### src/verilog/isp_regs.svh
`ifndef ISP_REGS_SVH
`define ISP_REGS_SVH

// Special function register addresses of the programmer.
`define ISP_ADDR_SYS_CTRL 8'hbf
`define ISP_ADDR_FA_HIGH 8'hf4
`define ISP_ADDR_FA_LOW 8'hf5
`define ISP_ADDR_WR_BYTE 8'hf6
`define ISP_ADDR_OP_CTRL 8'hf7

// Field positions of the flash operation control register.
`define ISP_OPC_START_BIT 7
`define ISP_OPC_SEL_HI 1
`define ISP_OPC_SEL_LO 0

// Field positions of the system control register.
`define ISP_SC_WDR_BIT 7
`define ISP_SC_PEN_BIT 2
`define ISP_SC_OME_BIT 1
`define ISP_SC_ALEI_BIT 0

// Reset values of the stored fields.
`define ISP_SC_WDR_RST 1'h0
`define ISP_SC_PEN_RST 1'h0
`define ISP_SC_OME_RST 1'h1
`define ISP_SC_ALEI_RST 1'h0
`define ISP_BYTE_RST 8'h00
`define ISP_SEL_RST 2'h0

// Unlock key written to the flash write byte register.
`define ISP_KEY_FIRST 8'h55
`define ISP_KEY_SECOND 8'haa

// Service program region and page geometry.
`define ISP_SVC_BASE 16'hfe00
`define ISP_PAGE_BITS 9
`define ISP_PROTECT_READ 8'h00
`define ISP_ZERO_BYTE 8'h00

`endif

### src/verilog/isp_pkg.sv
package isp_pkg;

    // Operation codes carried by the two function select bits.
    typedef enum logic [1:0] {
        ISP_OP_BYTE_PROG = 2'h0,
        ISP_OP_PROTECT = 2'h1,
        ISP_OP_PAGE_ERASE = 2'h2,
        ISP_OP_CHIP_ERASE = 2'h3
    } isp_op_e;

    // Sequencer states.
    typedef enum logic {
        ISP_IDLE,
        ISP_RUN
    } isp_state_e;

    // Unlock tracker states.
    typedef enum logic [1:0] {
        ISP_LK_NONE,
        ISP_LK_FIRST,
        ISP_LK_SECOND,
        ISP_LK_OPEN
    } isp_lock_e;

endpackage

### src/verilog/isp_flash_ctrl.sv
`timescale 1ns/100ps
`include "isp_regs.svh"

// Contract
// - Start bit one launches selected operation
// - Start writable only after 55,AA,55 key
// - Start set ignored without completed key
// - Latch address, data; stall CPU meanwhile
// - Hardware clears start bit on completion
// - Select: program, protect, page, chip erase
// - Page is 512 bytes, aligned
// - Page erase covers page holding address
// - Chip erase spares service program region
// - Chip erase clears protection
// - Protected flash reads return zero
// - System control bit 2 enables programming
// - Release stall after operation finishes
// - Service region spans FE00 to FFFF
// - Program/page erase there has no effect
// - High and low registers form address
module isp_flash_ctrl (
    // Clock and reset.
    input wire logic mclk,
    input wire logic rst_n,
    // Special function register port of the core.
    input wire logic [7:0] sfr_addr,
    input wire logic sfr_wr,
    input wire logic [7:0] sfr_wdata,
    output logic [7:0] sfr_rdata,
    // Core control.
    output logic cpu_stall,
    // Flash macro command port.
    output logic fl_req,
    output logic [1:0] fl_op,
    output logic [15:0] fl_addr,
    output logic [7:0] fl_data,
    input wire logic fl_done,
    // Code fetch path through the protection gate.
    input wire logic [7:0] fl_rdata,
    output logic [7:0] code_rdata,
    output logic protect_active,
    // Other system control fields.
    output logic ram_enable,
    output logic ale_inhibit
);

    ////////////////////////////////////////////////////////////////////////
    // Declarations.

    // Software visible registers.
    logic [7:0] addr_high; // Address bits 15 to 8.
    logic [7:0] addr_low; // Address bits 7 to 0.
    logic [7:0] write_byte; // Data for byte program.
    logic [1:0] op_sel; // Function select field.
    logic prog_enable; // Global programming enable.
    logic wdt_flag; // Watchdog reset flag, kept as plain storage.
    logic next_wdt_flag;
    logic [7:0] next_addr_high;
    logic [7:0] next_addr_low;
    logic [7:0] next_write_byte;
    logic [1:0] next_op_sel;
    logic next_prog_enable;
    logic next_ram_enable;
    logic next_ale_inhibit;

    // Sequencer state and command outputs.
    isp_pkg::isp_state_e state;
    isp_pkg::isp_state_e next_state;
    logic next_fl_req;
    logic [1:0] next_fl_op;
    logic [15:0] next_fl_addr;
    logic [7:0] next_fl_data;
    logic next_protect;
    logic next_stall;

    // Read path.
    logic [7:0] next_sfr_rdata;
    logic [7:0] next_code_rdata;

    // Decoded strobes and helpers.
    logic wr_ctrl; // Write to the operation control register.
    logic wr_key; // Write to the write byte register.
    logic start_req; // Software tries to set the start bit.
    logic unlocked; // Key sequence complete.
    logic consume; // Start write takes the unlock.
    logic launch; // Operation goes to the flash.
    logic [15:0] cur_addr; // Address as software composed it.
    logic in_svc; // Address lies in the service region.
    logic no_effect; // Operation would touch the service region.

    ////////////////////////////////////////////////////////////////////////
    // Address composition and decode.

    assign cur_addr = {addr_high, addr_low};
    assign in_svc = (cur_addr >= `ISP_SVC_BASE);
    assign wr_ctrl = sfr_wr && (sfr_addr == `ISP_ADDR_OP_CTRL);
    assign wr_key = sfr_wr && (sfr_addr == `ISP_ADDR_WR_BYTE);
    assign start_req = wr_ctrl && sfr_wdata[`ISP_OPC_START_BIT];

    // A set attempt without the key is dropped here; zero is a no-op.
    assign consume = start_req && unlocked;

    // Program and page erase never reach the service program region.
    assign no_effect = in_svc &&
        ((sfr_wdata[`ISP_OPC_SEL_HI:`ISP_OPC_SEL_LO] ==
          isp_pkg::ISP_OP_BYTE_PROG) ||
         (sfr_wdata[`ISP_OPC_SEL_HI:`ISP_OPC_SEL_LO] ==
          isp_pkg::ISP_OP_PAGE_ERASE));

    // Launch needs the key, the enable, an idle sequencer and a legal
    // target. A disabled launch still spends the unlock.
    assign launch = consume && prog_enable && !no_effect &&
        (state == isp_pkg::ISP_IDLE);

    ////////////////////////////////////////////////////////////////////////
    // Key tracker.

    isp_unlock u_unlock (
        .mclk(mclk),
        .rst_n(rst_n),
        .key_wr(wr_key),
        .key_data(sfr_wdata),
        .consume(consume),
        .unlocked(unlocked)
    );

    ////////////////////////////////////////////////////////////////////////
    // Register writes. The core is stalled while an operation runs, so
    // writes then are not expected; they still land but the flash sees
    // only the copy latched at launch.
    always_comb begin
        next_addr_high = addr_high;
        next_addr_low = addr_low;
        next_write_byte = write_byte;
        next_op_sel = op_sel;
        next_prog_enable = prog_enable;
        next_ram_enable = ram_enable;
        next_ale_inhibit = ale_inhibit;
        next_wdt_flag = wdt_flag;
        if (sfr_wr) begin
            unique case (sfr_addr)
                `ISP_ADDR_FA_HIGH: next_addr_high = sfr_wdata;
                `ISP_ADDR_FA_LOW: next_addr_low = sfr_wdata;
                `ISP_ADDR_WR_BYTE: next_write_byte = sfr_wdata;
                `ISP_ADDR_OP_CTRL: begin
                    next_op_sel =
                        sfr_wdata[`ISP_OPC_SEL_HI:`ISP_OPC_SEL_LO];
                end
                `ISP_ADDR_SYS_CTRL: begin
                    next_prog_enable = sfr_wdata[`ISP_SC_PEN_BIT];
                    next_ram_enable = sfr_wdata[`ISP_SC_OME_BIT];
                    next_ale_inhibit = sfr_wdata[`ISP_SC_ALEI_BIT];
                    next_wdt_flag = sfr_wdata[`ISP_SC_WDR_BIT];
                end
                default: begin
                    // Other addresses belong to other blocks.
                end
            endcase
        end
    end

    // Register storage.
    always_ff @(posedge mclk or negedge rst_n) begin
        if (!rst_n) begin
            addr_high <= `ISP_BYTE_RST;
            addr_low <= `ISP_BYTE_RST;
            write_byte <= `ISP_BYTE_RST;
            op_sel <= `ISP_SEL_RST;
            prog_enable <= `ISP_SC_PEN_RST;
            ram_enable <= `ISP_SC_OME_RST;
            ale_inhibit <= `ISP_SC_ALEI_RST;
            wdt_flag <= `ISP_SC_WDR_RST;
        end else begin
            addr_high <= next_addr_high;
            addr_low <= next_addr_low;
            write_byte <= next_write_byte;
            op_sel <= next_op_sel;
            prog_enable <= next_prog_enable;
            ram_enable <= next_ram_enable;
            ale_inhibit <= next_ale_inhibit;
            wdt_flag <= next_wdt_flag;
        end
    end

    ////////////////////////////////////////////////////////////////////////
    // Operation sequencer. The start bit is the running state itself, so
    // it can never read one without the stall being asserted too.
    always_comb begin
        next_state = state;
        next_fl_req = fl_req;
        next_fl_op = fl_op;
        next_fl_addr = fl_addr;
        next_fl_data = fl_data;
        next_protect = protect_active;
        next_stall = cpu_stall;
        unique case (state)
            isp_pkg::ISP_IDLE: begin
                if (launch) begin
                    next_state = isp_pkg::ISP_RUN;
                    next_fl_req = 1'b1;
                    next_stall = 1'b1;
                    next_fl_op =
                        sfr_wdata[`ISP_OPC_SEL_HI:`ISP_OPC_SEL_LO];
                    next_fl_data = write_byte;
                    next_fl_addr = cur_addr;
                    unique case (isp_pkg::isp_op_e'(next_fl_op))
                        isp_pkg::ISP_OP_PAGE_ERASE: begin
                            // Page base: clear the in-page byte bits.
                            next_fl_addr[`ISP_PAGE_BITS-1:0] = '0;
                        end
                        isp_pkg::ISP_OP_CHIP_ERASE: begin
                            // Erase limit: the macro erases below it.
                            next_fl_addr = `ISP_SVC_BASE;
                        end
                        default: begin
                            // Program and protect keep the address.
                        end
                    endcase
                end
            end
            isp_pkg::ISP_RUN: begin
                if (fl_done) begin
                    next_state = isp_pkg::ISP_IDLE;
                    next_fl_req = 1'b0;
                    next_stall = 1'b0;
                    if (fl_op == isp_pkg::ISP_OP_PROTECT) begin
                        next_protect = 1'b1;
                    end else if (fl_op == isp_pkg::ISP_OP_CHIP_ERASE) begin
                        next_protect = 1'b0;
                    end
                end
            end
        endcase
    end

    // Sequencer storage.
    always_ff @(posedge mclk or negedge rst_n) begin
        if (!rst_n) begin
            state <= isp_pkg::ISP_IDLE;
            fl_req <= 1'b0;
            fl_op <= `ISP_SEL_RST;
            fl_addr <= `ISP_SVC_BASE;
            fl_data <= `ISP_BYTE_RST;
            protect_active <= 1'b0;
            cpu_stall <= 1'b0;
        end else begin
            state <= next_state;
            fl_req <= next_fl_req;
            fl_op <= next_fl_op;
            fl_addr <= next_fl_addr;
            fl_data <= next_fl_data;
            protect_active <= next_protect;
            cpu_stall <= next_stall;
        end
    end

    ////////////////////////////////////////////////////////////////////////
    // Read paths. Both are registered, which costs one cycle of latency
    // but keeps the outputs free of decode glitches.
    always_comb begin
        next_sfr_rdata = `ISP_ZERO_BYTE;
        unique case (sfr_addr)
            `ISP_ADDR_FA_HIGH: next_sfr_rdata = addr_high;
            `ISP_ADDR_FA_LOW: next_sfr_rdata = addr_low;
            `ISP_ADDR_WR_BYTE: next_sfr_rdata = write_byte;
            `ISP_ADDR_OP_CTRL: begin
                next_sfr_rdata[`ISP_OPC_START_BIT] =
                    (state == isp_pkg::ISP_RUN);
                next_sfr_rdata[`ISP_OPC_SEL_HI:`ISP_OPC_SEL_LO] = op_sel;
            end
            `ISP_ADDR_SYS_CTRL: begin
                next_sfr_rdata[`ISP_SC_WDR_BIT] = wdt_flag;
                next_sfr_rdata[`ISP_SC_PEN_BIT] = prog_enable;
                next_sfr_rdata[`ISP_SC_OME_BIT] = ram_enable;
                next_sfr_rdata[`ISP_SC_ALEI_BIT] = ale_inhibit;
            end
            default: begin
                // Unmapped addresses read zero.
            end
        endcase
        // A protected array hides its contents from every read.
        next_code_rdata = protect_active ? `ISP_PROTECT_READ
                                         : fl_rdata;
    end

    // Read data storage.
    always_ff @(posedge mclk or negedge rst_n) begin
        if (!rst_n) begin
            sfr_rdata <= `ISP_ZERO_BYTE;
            code_rdata <= `ISP_ZERO_BYTE;
        end else begin
            sfr_rdata <= next_sfr_rdata;
            code_rdata <= next_code_rdata;
        end
    end

endmodule // isp_flash_ctrl

### src/verilog/isp_unlock.sv
`timescale 1ns/100ps
`include "isp_regs.svh"

// Watches writes to the flash write byte register for the unlock key.
module isp_unlock (
    // Clock and reset.
    input wire logic mclk,
    input wire logic rst_n,
    // Write byte register traffic.
    input wire logic key_wr,
    input wire logic [7:0] key_data,
    // Start write taken; one unlock allows one start write.
    input wire logic consume,
    // Unlock status.
    output logic unlocked
);

    isp_pkg::isp_lock_e state;
    isp_pkg::isp_lock_e next_state;

    ////////////////////////////////////////////////////////////////////////
    // Next state: any write out of order restarts tracking, but a stray
    // first key byte is itself a valid fresh beginning.
    always_comb begin
        next_state = state;
        if (consume) begin
            next_state = isp_pkg::ISP_LK_NONE;
        end
        if (key_wr) begin
            unique case (state)
                isp_pkg::ISP_LK_FIRST: begin
                    if (key_data == `ISP_KEY_SECOND) begin
                        next_state = isp_pkg::ISP_LK_SECOND;
                    end else if (key_data == `ISP_KEY_FIRST) begin
                        next_state = isp_pkg::ISP_LK_FIRST;
                    end else begin
                        next_state = isp_pkg::ISP_LK_NONE;
                    end
                end
                isp_pkg::ISP_LK_SECOND: begin
                    if (key_data == `ISP_KEY_FIRST) begin
                        next_state = isp_pkg::ISP_LK_OPEN;
                    end else begin
                        next_state = isp_pkg::ISP_LK_NONE;
                    end
                end
                default: begin
                    // Idle and open both restart on a new data write.
                    if (key_data == `ISP_KEY_FIRST) begin
                        next_state = isp_pkg::ISP_LK_FIRST;
                    end else begin
                        next_state = isp_pkg::ISP_LK_NONE;
                    end
                end
            endcase
        end
    end

    // State register.
    always_ff @(posedge mclk or negedge rst_n) begin
        if (!rst_n) begin
            state <= isp_pkg::ISP_LK_NONE;
        end else begin
            state <= next_state;
        end
    end

    // The start bit is only writable while the key is complete.
    assign unlocked = (state == isp_pkg::ISP_LK_OPEN);

endmodule // isp_unlock
### config.mk
export PLATFORM = sky130hd
export DESIGN_NAME = isp_flash_ctrl
export DESIGN_NICKNAME = d
export VERILOG_FILES = /design/src/verilog/isp_pkg.sv /design/src/verilog/isp_flash_ctrl.sv /design/src/verilog/isp_unlock.sv
export VERILOG_INCLUDE_DIRS = /design/src /design/src/verilog
export SDC_FILE = /design/constraint.sdc
export NUM_CORES = 1
export LEC_CHECK = 0
export ABC_AREA = 0
export BUFFER_PORTS_ARGS = -buffer_cell sky130_fd_sc_hd__clkbuf_2
export CAP_MARGIN = 20
export CORE_MARGIN = 2
export CORE_UTILIZATION = 40
export DETAILED_ROUTE_END_ITERATION = 7
export GPL_TIMING_DRIVEN = 0
export HOLD_SLACK_MARGIN = 0.02
export PLACE_DENSITY = 0.6
export SYNTH_ARGS = -nofsm -noshare
export SYNTH_HDL_FRONTEND = slang
export SYNTH_SLANG_ARGS = --single-unit
### constraint.sdc
create_clock -name mclk -period 2.1 [get_ports mclk]
set_input_delay 0.315 -clock mclk [delete_from_list [all_inputs] [get_ports mclk]]
set_output_delay 0.315 -clock mclk [all_outputs]
set_load 0.01 [all_outputs]
==> run_results.csv, run 1 <==
group,metric,value,unit
job,max-cap-violations,0,
detailed_routing,met3WireLength,422,µm
sta,setup_viol,0,
clock_network,ctsHoldBuffers,1,
grt,overflow,0,
yosys,synthCells,245,
die,io_pins,75,
sta,fin_skew,0.0110,ns
grt,antenna_found_initial,0,
yosys,synthesis.area,3360,µm²
clock_network,htreeDepth,3,
clock_network,clkSinkCount,77,
yosys,synth.most_common_cell,"dfrtp_1",
final_layout,diodes,0,
placement,dp_cells,423,
clock_network,cts_made_buffers,9,
sta,tns,0,ns
status,status,"complete, no violations",
die,dieArea,9160,µm²
final_layout,area_growth,22.1,%
yosys,avgSynthCellArea,13.7,µm²
yosys,synth_ff_type,"dfrtp_1",
final_layout,final_core_util,50.2,%
setup_path,worstPathRequired,2.34,ns
yosys,yosys_warnings,0,
clock_network,clk_pin_slew,0.09,ns
yosys,synth.area.top_cells,"dfrtp_1 (51%), mux2_2 (18%), dfstp_2 (6.3%)",
detailed_routing,drt-met1-wl,3380,µm
placement,place_hpwl,5140,µm
final_layout,final_nets,361,
grt,grt_usage,17.2,%
final_layout,stdcell_count,440,
placement,post-place-ws,-0.0377,ns
yosys,synth_top_area_share,51.3,%
placement,gp_congestion,0.752,
die,die_w,95.7,µm
sta,rsz0062_at_grt,"false",
clock_network,cts_resized,0,
clock_network,clk_path_buf_depth,2,
setup_path,startpoint_type,"flip-flop",
placement,port_buffers,72,
die,initial_utilization,41.1,%
setup_path,arrival,2.15,ns
sta,timing.hold.ws,0.177,ns
power,p_per_area,707,nW/µm²
yosys,yosysUniqueCellTypes,38,
detailed_routing,drcViolationCount,0,
detailed_routing,highest_layer,"met4",
sta,max_freq,526,MHz
sta,slew_headroom,56.2,%
grt,grt_pass1_vias,2244,
setup_path,end_kind,"flip-flop",
grt,grt_max_degree,46,
power,ir_drop,0.304,mV
yosys,yosysSeqAreaShare,57.6,%
hold_path,hp-class,"input pin to flip-flop",
clock_network,clk_latency,0.36,ns
sta,worst_slack,0.197,ns
yosys,synth-seq-cells,77,
detailed_routing,vias_per_cell,5.11,
sta,hold_violations,0,
yosys,async_reset_ff_share,100,%
final_layout,drive_above_1_share,49.3,%
detailed_routing,drtPass1Iterations,4,
clock_network,cts_tree,"built",
clock_network,post_cts_buffers,0,
setup_path,path_class,"flip-flop to flip-flop",
die,die_h,95.7,µm
detailed_routing,drt_iter0_drc,30,
yosys,synth_top_area_cell,"dfrtp_1",
setup_path,worstPathMaxFanout,10,
detailed_routing,ant_nets,0,
detailed_routing,wl_met2,3370,µm
yosys,synth.top_cells.by_count,"dfrtp_1 (69), mux2_2 (54), nor2b_1 (17)",
detailed_routing,wire_per_inst,16.5,µm
die,rows,33,
yosys,synth_nets,276,
detailed_routing,wirelength,7270,µm
sta,worstMarginPinSlew,0.655,ns
sta,finalCriticalPeriod,1.90,ns
die,core_area,8180,µm²
detailed_routing,vias,2248,
power,p_leak,2.11,nW
clock_network,cts_root_buf,"clkbuf_8",
sta,period_share,90.6,%
setup_path,rrSetupSlack,0.20,ns
sta,finalMaxSlewViolations,0,
yosys,synth-edff-count,0,
grt,grt_pass1_wl,11600,µm
-- per-stage QoR --
| stage | total power (W) | instance area [µm²] |
|---|---|---|
| 6_report | 0.00290 | 4110 |
| 5_1_grt | 0.00303 | 4110 |
| 3_5_place_dp | 0.00176 | 3880 |
| 4_1_cts | 0.00293 | 4110 |
| 3_3_place_gp | 0.00176 | 3850 |
| 2_1_floorplan | 0.00165 | 3360 |
-- where the power goes --
| part | internal, W | switching [W] |
|---|---|---|
| Clock | 0.000613 | 0.000555 |
| Combinational | 0.0000843 | 0.000106 |
| Sequential | 0.00152 | 0.0000248 |
| Total | 0.00222 | 0.000686 |
-- per-layer routing --
metal	global-route usage, %	vias up
li1	-	1038
met1	22.9	1134
met2	27.4	66
met3	4.23	10
met4	6.43	0
met5	0	-
-- sequential cells by signal, summed over array words and instances, names as in the netlist, 8 cells and up --
name	cells
fl_addr	16
write_byte	8
sfr_rdata	8
addr_high	8
code_rdata	8
fl_data	8
addr_low	8
-- cells by family (layout without fill, tap and decap cells) --
group	count (synthesis)	in the layout	synth area share [%]
buf+inv	15	105	2.94
simple gates	65	65	12.2
fa+ha+maj	3	3	1.12
compound gates	21	21	4.28
mux	64	64	21.9
flops	77	77	57.6
-- worst max-delay path, cell delays in order, from the launching register on --
cell,delay [ns]
dfrtp_1,0.41
ha_1,0.16
nand2_1,0.07
nor3b_1,0.25
o211a_1,0.21
buf_6,0.17
buf_6,0.18
mux2_2,0.35
-- cells in the final DEF (no fill, tap or decap), types with 2 or more instances in the layout --
cell        netlist  layout
clkbuf_2          0      71
dfrtp_1          69      69
mux2_2           54      54
nor2b_1          17      17
nor2_1           12      12
clkbuf_8          0      11
a21oi_1           8       8
nand2_1           8       8
dfstp_2           8       8
nand2b_1          7       7
mux2i_1           6       6
inv_1             5       5
buf_6             4       4
a22o_1            4       4
nor4bb_1          4       4
buf_4             3       3
a21o_1            3       3
nand3_1           3       3
ha_1              3       3
and2b_1           2       2
mux4_2            2       2
o21ai_0           2       2
nand4_1           2       2
clkbuf_1          2       2
mux2_1            2       2
clkinvlp_4        0       2
-- final timing paths --
check                                              start                          to  cells past startpoint
max                        u_unlock.state[1]$_DFFE_PN0P_      fl_addr[1]$_DFFE_PN0P_                      7
min                                          fl_rdata[5]     code_rdata[5]$_DFF_PN0_                      2
max reg2reg                u_unlock.state[1]$_DFFE_PN0P_      fl_addr[1]$_DFFE_PN0P_                      7
min reg2reg                         fl_op[1]$_DFFE_PN0P_  protect_active$_DFFE_PN0P_                      1
max in group asynchronous                          rst_n     fl_addr[10]$_DFFE_PN1P_                      3
min in group asynchronous                          rst_n      sfr_rdata[1]$_DFF_PN0_                      2
-- cell type report --
cell class,instances,area [µm²]
Fill cell,753,4070
Sequential cell,77,1940
Multi-Input combinational cell,153,1330
Timing Repair Buffer,74,400
Clock buffer,11,151
Tap cell,105,131
Buffer,10,80.1
Clock inverter,5,58.8
Inverter,5,18.8
No activity file was read; power rests on OpenSTA's default activity.
==> run 2: changes to the inputs <==
--- a/config.mk
+++ b/config.mk
@@ -9,11 +9,12 @@
 export ABC_AREA = 0
 export BUFFER_PORTS_ARGS = -buffer_cell sky130_fd_sc_hd__clkbuf_2
 export CAP_MARGIN = 20
+export CORE_ASPECT_RATIO = 0.6
 export CORE_MARGIN = 2
 export CORE_UTILIZATION = 40
 export DETAILED_ROUTE_END_ITERATION = 7
 export GPL_TIMING_DRIVEN = 0
-export HOLD_SLACK_MARGIN = 0.02
+export HOLD_SLACK_MARGIN = 0.15
 export PLACE_DENSITY = 0.6
 export SYNTH_ARGS = -nofsm -noshare
 export SYNTH_HDL_FRONTEND = slang
==> run_results.csv, run 2 (same netlist as run 1, synthesis figures left out) <==
group,metric,value,unit
status,status,"complete, no violations",
power,ir_drop,0.492,mV
sta,worstMarginPinSlew,0.751,ns
final_layout,drive_above_1_share,49.0,%
job,max-cap-violations,0,
sta,hold_violations,0,
placement,gp_congestion,0.803,
die,io_pins,75,
die,dieArea,9180,µm²
final_layout,stdcell_count,443,
grt,overflow,0,
grt,grt_usage,17.9,%
detailed_routing,drcViolationCount,0,
sta,rsz0062_at_grt,"false",
detailed_routing,ant_nets,0,
clock_network,clk_latency,0.34,ns
die,die_w,122,µm
final_layout,largest_register_ffs,16,
final_layout,fin_area,4190,µm²
die,rows,25,
setup_path,worstPathRequired,2.32,ns
hold_path,worstHoldStart,"fl_rdata[1]",
sta,max_freq,535,MHz
setup_path,worstPathMaxFanout,10,
power,p_per_area,777,nW/µm²
final_layout,final_common_cell,"clkbuf_2",
detailed_routing,drt_iter0_drc,156,
sta,slew_headroom,49.5,%
grt,grt_pass1_wl,11900,µm
clock_network,clkSinkCount,77,
placement,dp_cells,426,
grt,antenna_found_initial,0,
clock_network,cts_resized,0,
final_layout,area_growth,24.6,%
detailed_routing,vias,2223,
clock_network,cts_made_buffers,9,
setup_path,end_kind,"flip-flop",
power,power,0.00326,W
setup_path,arrival,2.08,ns
grt,grt_max_degree,47,
sta,setup_viol,0,
grt,grt_pass1_vias,2192,
clock_network,clk_pin_slew,0.06,ns
sta,fin_skew,0.00667,ns
sta,period_share,88.9,%
final_layout,regMostFlops,"fl_addr",
clock_network,cts_root_buf,"clkbuf_16",
placement,place_hpwl,5450,µm
sta,timing.hold.ws,0.197,ns
die,die_h,75.0,µm
placement,port_buffers,72,
power,p_leak,2.16,nW
clock_network,htreeDepth,3,
detailed_routing,vias_per_cell,5.02,
die,core_area,8010,µm²
final_layout,final_nets,361,
die,initial_utilization,42.0,%
setup_path,startpoint,"sfr_addr[2]",
final_layout,diodes,0,
setup_path,rr_startpoint,"u_unlock.state[0]$_DFFE_PN0P_",
sta,finalCriticalPeriod,1.87,ns
detailed_routing,drtPass1Iterations,4,
detailed_routing,wirelength,7470,µm
clock_network,clk_path_buf_depth,2,
setup_path,path_class,"input pin to flip-flop",
setup_path,startpoint_type,"input pin",
final_layout,mostFrequentLayoutCells,"clkbuf_2 (71), dfrtp_1 (69), mux2_2 (54)",
clock_network,cts_tree,"built",
placement,placed_cell_area,3890,µm²
sta,finalMaxSlewViolations,0,
hold_path,hp-class,"input pin to flip-flop",
detailed_routing,wire_per_inst,16.9,µm
run 2: per-stage QoR:
stage                     utilization, %  setup TNS, ns  setup WS [ns]
after floorplan                        -              0          0.360
after global placement              48.2          -3.30        -0.0799
after detailed placement            48.6          -1.43         -0.111
after CTS                           52.3              0          0.236
after global routing                52.3              0          0.121
final                               52.3              0          0.232
run 2: final cells by class:
cell class,instances,area (µm²)
clock inverter,5,50.0
tap,108,135
sequential,77,1940
fill,734,3820
timing repair buffer,74,400
clock buffer,11,243
inverter,5,18.8
buffer,10,80.1
multi-input combinational,153,1330
run 2: metal layers:
layer / GRT usage, % / up-vias / wire, µm
li1: - / 1041 / -
met4: 6.51 / 0 / 99
met5: 0 / - / 0
met3: 5.98 / 9 / 383
met1: 27.0 / 1119 / 3980
met2: 23.5 / 54 / 3000
run 2: final timing paths:
| kind | to | slack [ns] | depth (start not counted) |
|---|---|---|---|
| worst max-delay path | fl_addr[5]$_DFFE_PN0P_ | 0.23 | 7 |
| max in group asynchronous | fl_addr[14]$_DFFE_PN1P_ | 0.95 | 3 |
| worst min-delay path | code_rdata[1]$_DFF_PN0_ | 0.20 | 2 |
| min in group asynchronous | ale_inhibit$_DFFE_PN0P_ | 0.50 | 2 |
| worst max register to register | fl_addr[5]$_DFFE_PN0P_ | 0.25 | 7 |
| worst min register to register | protect_active$_DFFE_PN0P_ | 0.48 | 1 |
run 2: critical path, cell delays in order:
cell and delay, ns:
clkbuf_2 0.09, nand4_2 0.17, nor3_1 0.54, o211a_1 0.25, buf_6 0.19, buf_6 0.18, mux2_2 0.34
run 2: report_power, final:
part           leakage (nW)  switching (W)  internal (W)
logic                 0.985       0.000105     0.0000842
registers              1.02      0.0000255       0.00152
clock network         0.149       0.000578      0.000944
total                  2.16       0.000708       0.00255
run 2: timing repair:
item | 4_1_cts | 5_1_grt
hold endpoints to repair | 28 | 0
setup buffers | 0 | 0
hold buffers | 1 | 0
==> run 3: changes to the inputs <==
--- a/config.mk
+++ b/config.mk
@@ -7,6 +7,7 @@
 export NUM_CORES = 1
 export LEC_CHECK = 0
 export ABC_AREA = 0
+export ABC_CLOCK_PERIOD_IN_PS = 2100
 export BUFFER_PORTS_ARGS = -buffer_cell sky130_fd_sc_hd__clkbuf_2
 export CAP_MARGIN = 20
 export CORE_ASPECT_RATIO = 0.6
@@ -18,4 +19,5 @@
 export PLACE_DENSITY = 0.6
 export SYNTH_ARGS = -nofsm -noshare
 export SYNTH_HDL_FRONTEND = slang
+export SYNTH_HIERARCHICAL = 1
 export SYNTH_SLANG_ARGS = --single-unit
==> run_results.csv, run 3 <==
group,metric,value,unit
hold_path,worstHoldPathCells,2,
die,dieArea,9340,µm²
grt,grt_pass1_vias,2221,
die,die_w,123,µm
grt,overflow,0,
yosys,synth_top_family_by_area,"multiplexers",
setup_path,startpoint_type,"flip-flop",
sta,hold_violations,0,
yosys,yosys_warnings,6,
setup_path,worstPathRequired,2.31,ns
clock_network,htreeDepth,3,
yosys,synthCells,253,
yosys,synth.area.top_cells,"dfrtp_1 (50%), mux2_2 (12%), dfstp_2 (6.1%)",
setup_path,path_class,"flip-flop to flip-flop",
sta,period_share,93.8,%
status,status,"complete, no violations",
die,initial_utilization,40.8,%
yosys,synthesis.area,3420,µm²
power,p_per_area,785,nW/µm²
yosys,synth-xor-area-share,0,%
yosys,synth_top_area_share,50.4,%
clock_network,cts_resized,0,
grt,grt_max_degree,66,
final_layout,regMostFlops,"fl_addr",
placement,post-place-ws,-0.168,ns
clock_network,cts_tree,"built",
final_layout,fillers,772,
sta,slew_headroom,60.9,%
power,p_leak,2.26,nW
final_layout,area_growth,26.2,%
detailed_routing,vias,2338,
yosys,synth_compound_area_share,4.39,%
yosys,synth_simple_gate_area_share,13.5,%
clock_network,cts_made_buffers,9,
clock_network,clk_latency,0.33,ns
yosys,synth_ff_type,"dfrtp_1",
detailed_routing,vias_per_cell,5.07,
clock_network,clk_path_buf_depth,2,
sta,rsz0062_at_grt,"false",
setup_path,rr_worst_depth,7,
sta,fin_skew,0.00602,ns
clock_network,clk_pin_slew,0.06,ns
yosys,synth-seq-cells,77,
power,power,0.00339,W
detailed_routing,drcViolationCount,0,
die,die_h,75.7,µm
job,max-cap-violations,0,
yosys,avgSynthCellArea,13.5,µm²
yosys,synth_nets,284,
hold_path,hp-class,"input pin to flip-flop",
yosys,synthAdderAreaFrac,1.10,%
sta,setup_viol,0,
final_layout,final_core_util,51.5,%
grt,grt_usage,17.9,%
clock_network,clkSinkCount,77,
final_layout,final_nets,375,
setup_path,end_kind,"flip-flop",
yosys,async_reset_ff_share,100,%
grt,grt_pass1_wl,12200,µm
yosys,yosysSeqAreaShare,56.6,%
sta,worst_slack,0.130,ns
setup_path,critical-path-slowest-cell,"dfrtp_1",
yosys,synth.most_common_cell,"dfrtp_1",
sta,finalMaxSlewViolations,0,
power,ir_drop,0.410,mV
detailed_routing,wirelength,7570,µm
sta,max_freq,508,MHz
setup_path,worstPathMaxFanout,10,
yosys,synthMuxAreaShare,21.6,%
yosys,synth.top_cells.by_count,"dfrtp_1 (69), mux2_2 (36), nor2b_1 (19)",
final_layout,drive_above_1_share,47.9,%
detailed_routing,drt_iter0_drc,149,
grt,antenna_found_initial,0,
setup_path,critPathMaxStageDelay,0.41,ns
placement,port_buffers,74,
final_layout,largest_register_ffs,16,
die,rows,26,
yosys,synth_top_area_cell,"dfrtp_1",
detailed_routing,wire_per_inst,16.4,µm
die,io_pins,75,
final_layout,mostFrequentLayoutCells,"clkbuf_2 (73), dfrtp_1 (69), mux2_2 (36)",
sta,finalCriticalPeriod,1.97,ns
setup_path,path_cells,"ha_1, and3b_1, o2111ai_1, nor3_4, buf_4, buf_6, mux2_2",
placement,place_hpwl,5470,µm
yosys,synth-edff-count,0,
placement,gp_congestion,0.812,
die,core_area,8390,µm²
final_layout,final_common_cell,"clkbuf_2",
final_layout,diodes,0,
sta,worstMarginPinSlew,0.581,ns
yosys,yosysUniqueCellTypes,42,
detailed_routing,ant_nets,0,
detailed_routing,drtPass1Iterations,4,
clock_network,cts_root_buf,"clkbuf_16",
setup_path,arrival,2.18,ns
## run 3: changes by cell type after synthesis, sizes merged, moves of 2 or more
cell and change:
o22ai +3, nor2b +2, and4bb +4, nand3 +2
a22oi +3, mux2i +2, mux4 -2, and3 +4
a22o -4, nor4bb -4
## run 3: final cells by class
cell class              instances  area, µm²  share of cell area [%]
clock inverters                 5       75.1                    1.74
clock buffers                  11        243                    5.62
plain buffers                  10       75.1                    1.74
flip-flops and latches         77       1940                    44.8
inverters                       6       22.5                   0.521
well taps                     112        140                    3.24
repair buffers                 80        440                    10.2
multi-input cells             160       1390                    32.1
## run 3: timing repair
item / 4_1_cts / 5_1_grt
endpoints found under the hold margin: 12 / 0
setup endpoints to repair: 18 / 0
setup buffers: 4 / 0
hold buffers: 1 / 0
## run 3: worst max-delay path: cells and delay by family, from the launching register on
kind	cells	cell delay (ns)
muxes	1	0.34
DFF	1	0.41
and+or+nand+nor	2	0.40
AOI/OAI and AO/OA	1	0.17
buffers and inverters	2	0.34
adders and majority gates	1	0.19
## run 3: final timing paths
kind / from / end / slack [ns]
worst max-delay path: u_unlock/state[0]$_DFFE_PN0P_ / fl_op[1]$_DFFE_PN0P_ / 0.13
worst min-delay path: fl_rdata[6] / code_rdata[6]$_DFF_PN0_ / 0.20
worst max register to register: u_unlock/state[0]$_DFFE_PN0P_ / fl_op[1]$_DFFE_PN0P_ / 0.13
worst min register to register: fl_op[1]$_DFFE_PN0P_ / protect_active$_DFFE_PN0P_ / 0.47
max in group asynchronous: rst_n / ram_enable$_DFFE_PN1P_ / 1.09
min in group asynchronous: rst_n / code_rdata[4]$_DFF_PN0_ / 0.41
## run 3: metrics by stage
| step | TNS (ns) | cell area (µm²) | instances | hold slack (ns) |
|---|---|---|---|---|
| finish | 0 | 4320 | 461 | 0.200 |
| global route | 0 | 4320 | 461 | 0.195 |
| CTS | 0 | 4320 | 461 | 0.196 |
| detailed placement | -2.11 | 3960 | 440 | 0.204 |
| global placement | -1.99 | 3930 | 439 | 0.475 |
| floorplan | 0 | 3420 | 253 | 0.0194 |
## run 3: where the power goes
part	total [W]	switching (W)	internal [W]
clock network	0.00165	0.000584	0.00107
logic	0.000196	0.000108	0.0000874
registers	0.00155	0.0000268	0.00152
## run 3: kinds of logic (layout without fill, tap and decap cells)
group / count (synthesis) / after routing
DFF: 77 / 77
and+or+nand+nor: 71 / 71
muxes: 64 / 64
adders and majority gates: 3 / 3
AOI/OAI and AO/OA: 22 / 22
buffers and inverters: 16 / 112
## run 3: routing by layer
metal	wire, µm	GRT usage [%]	up-vias	share of wire, %
met4	93	6.06	0	1.2
li1	-	-	1069	-
met2	3120	24.9	73	41
met1	3830	27.0	1184	51
met5	0	0	-	0
met3	525	4.57	12	6.9
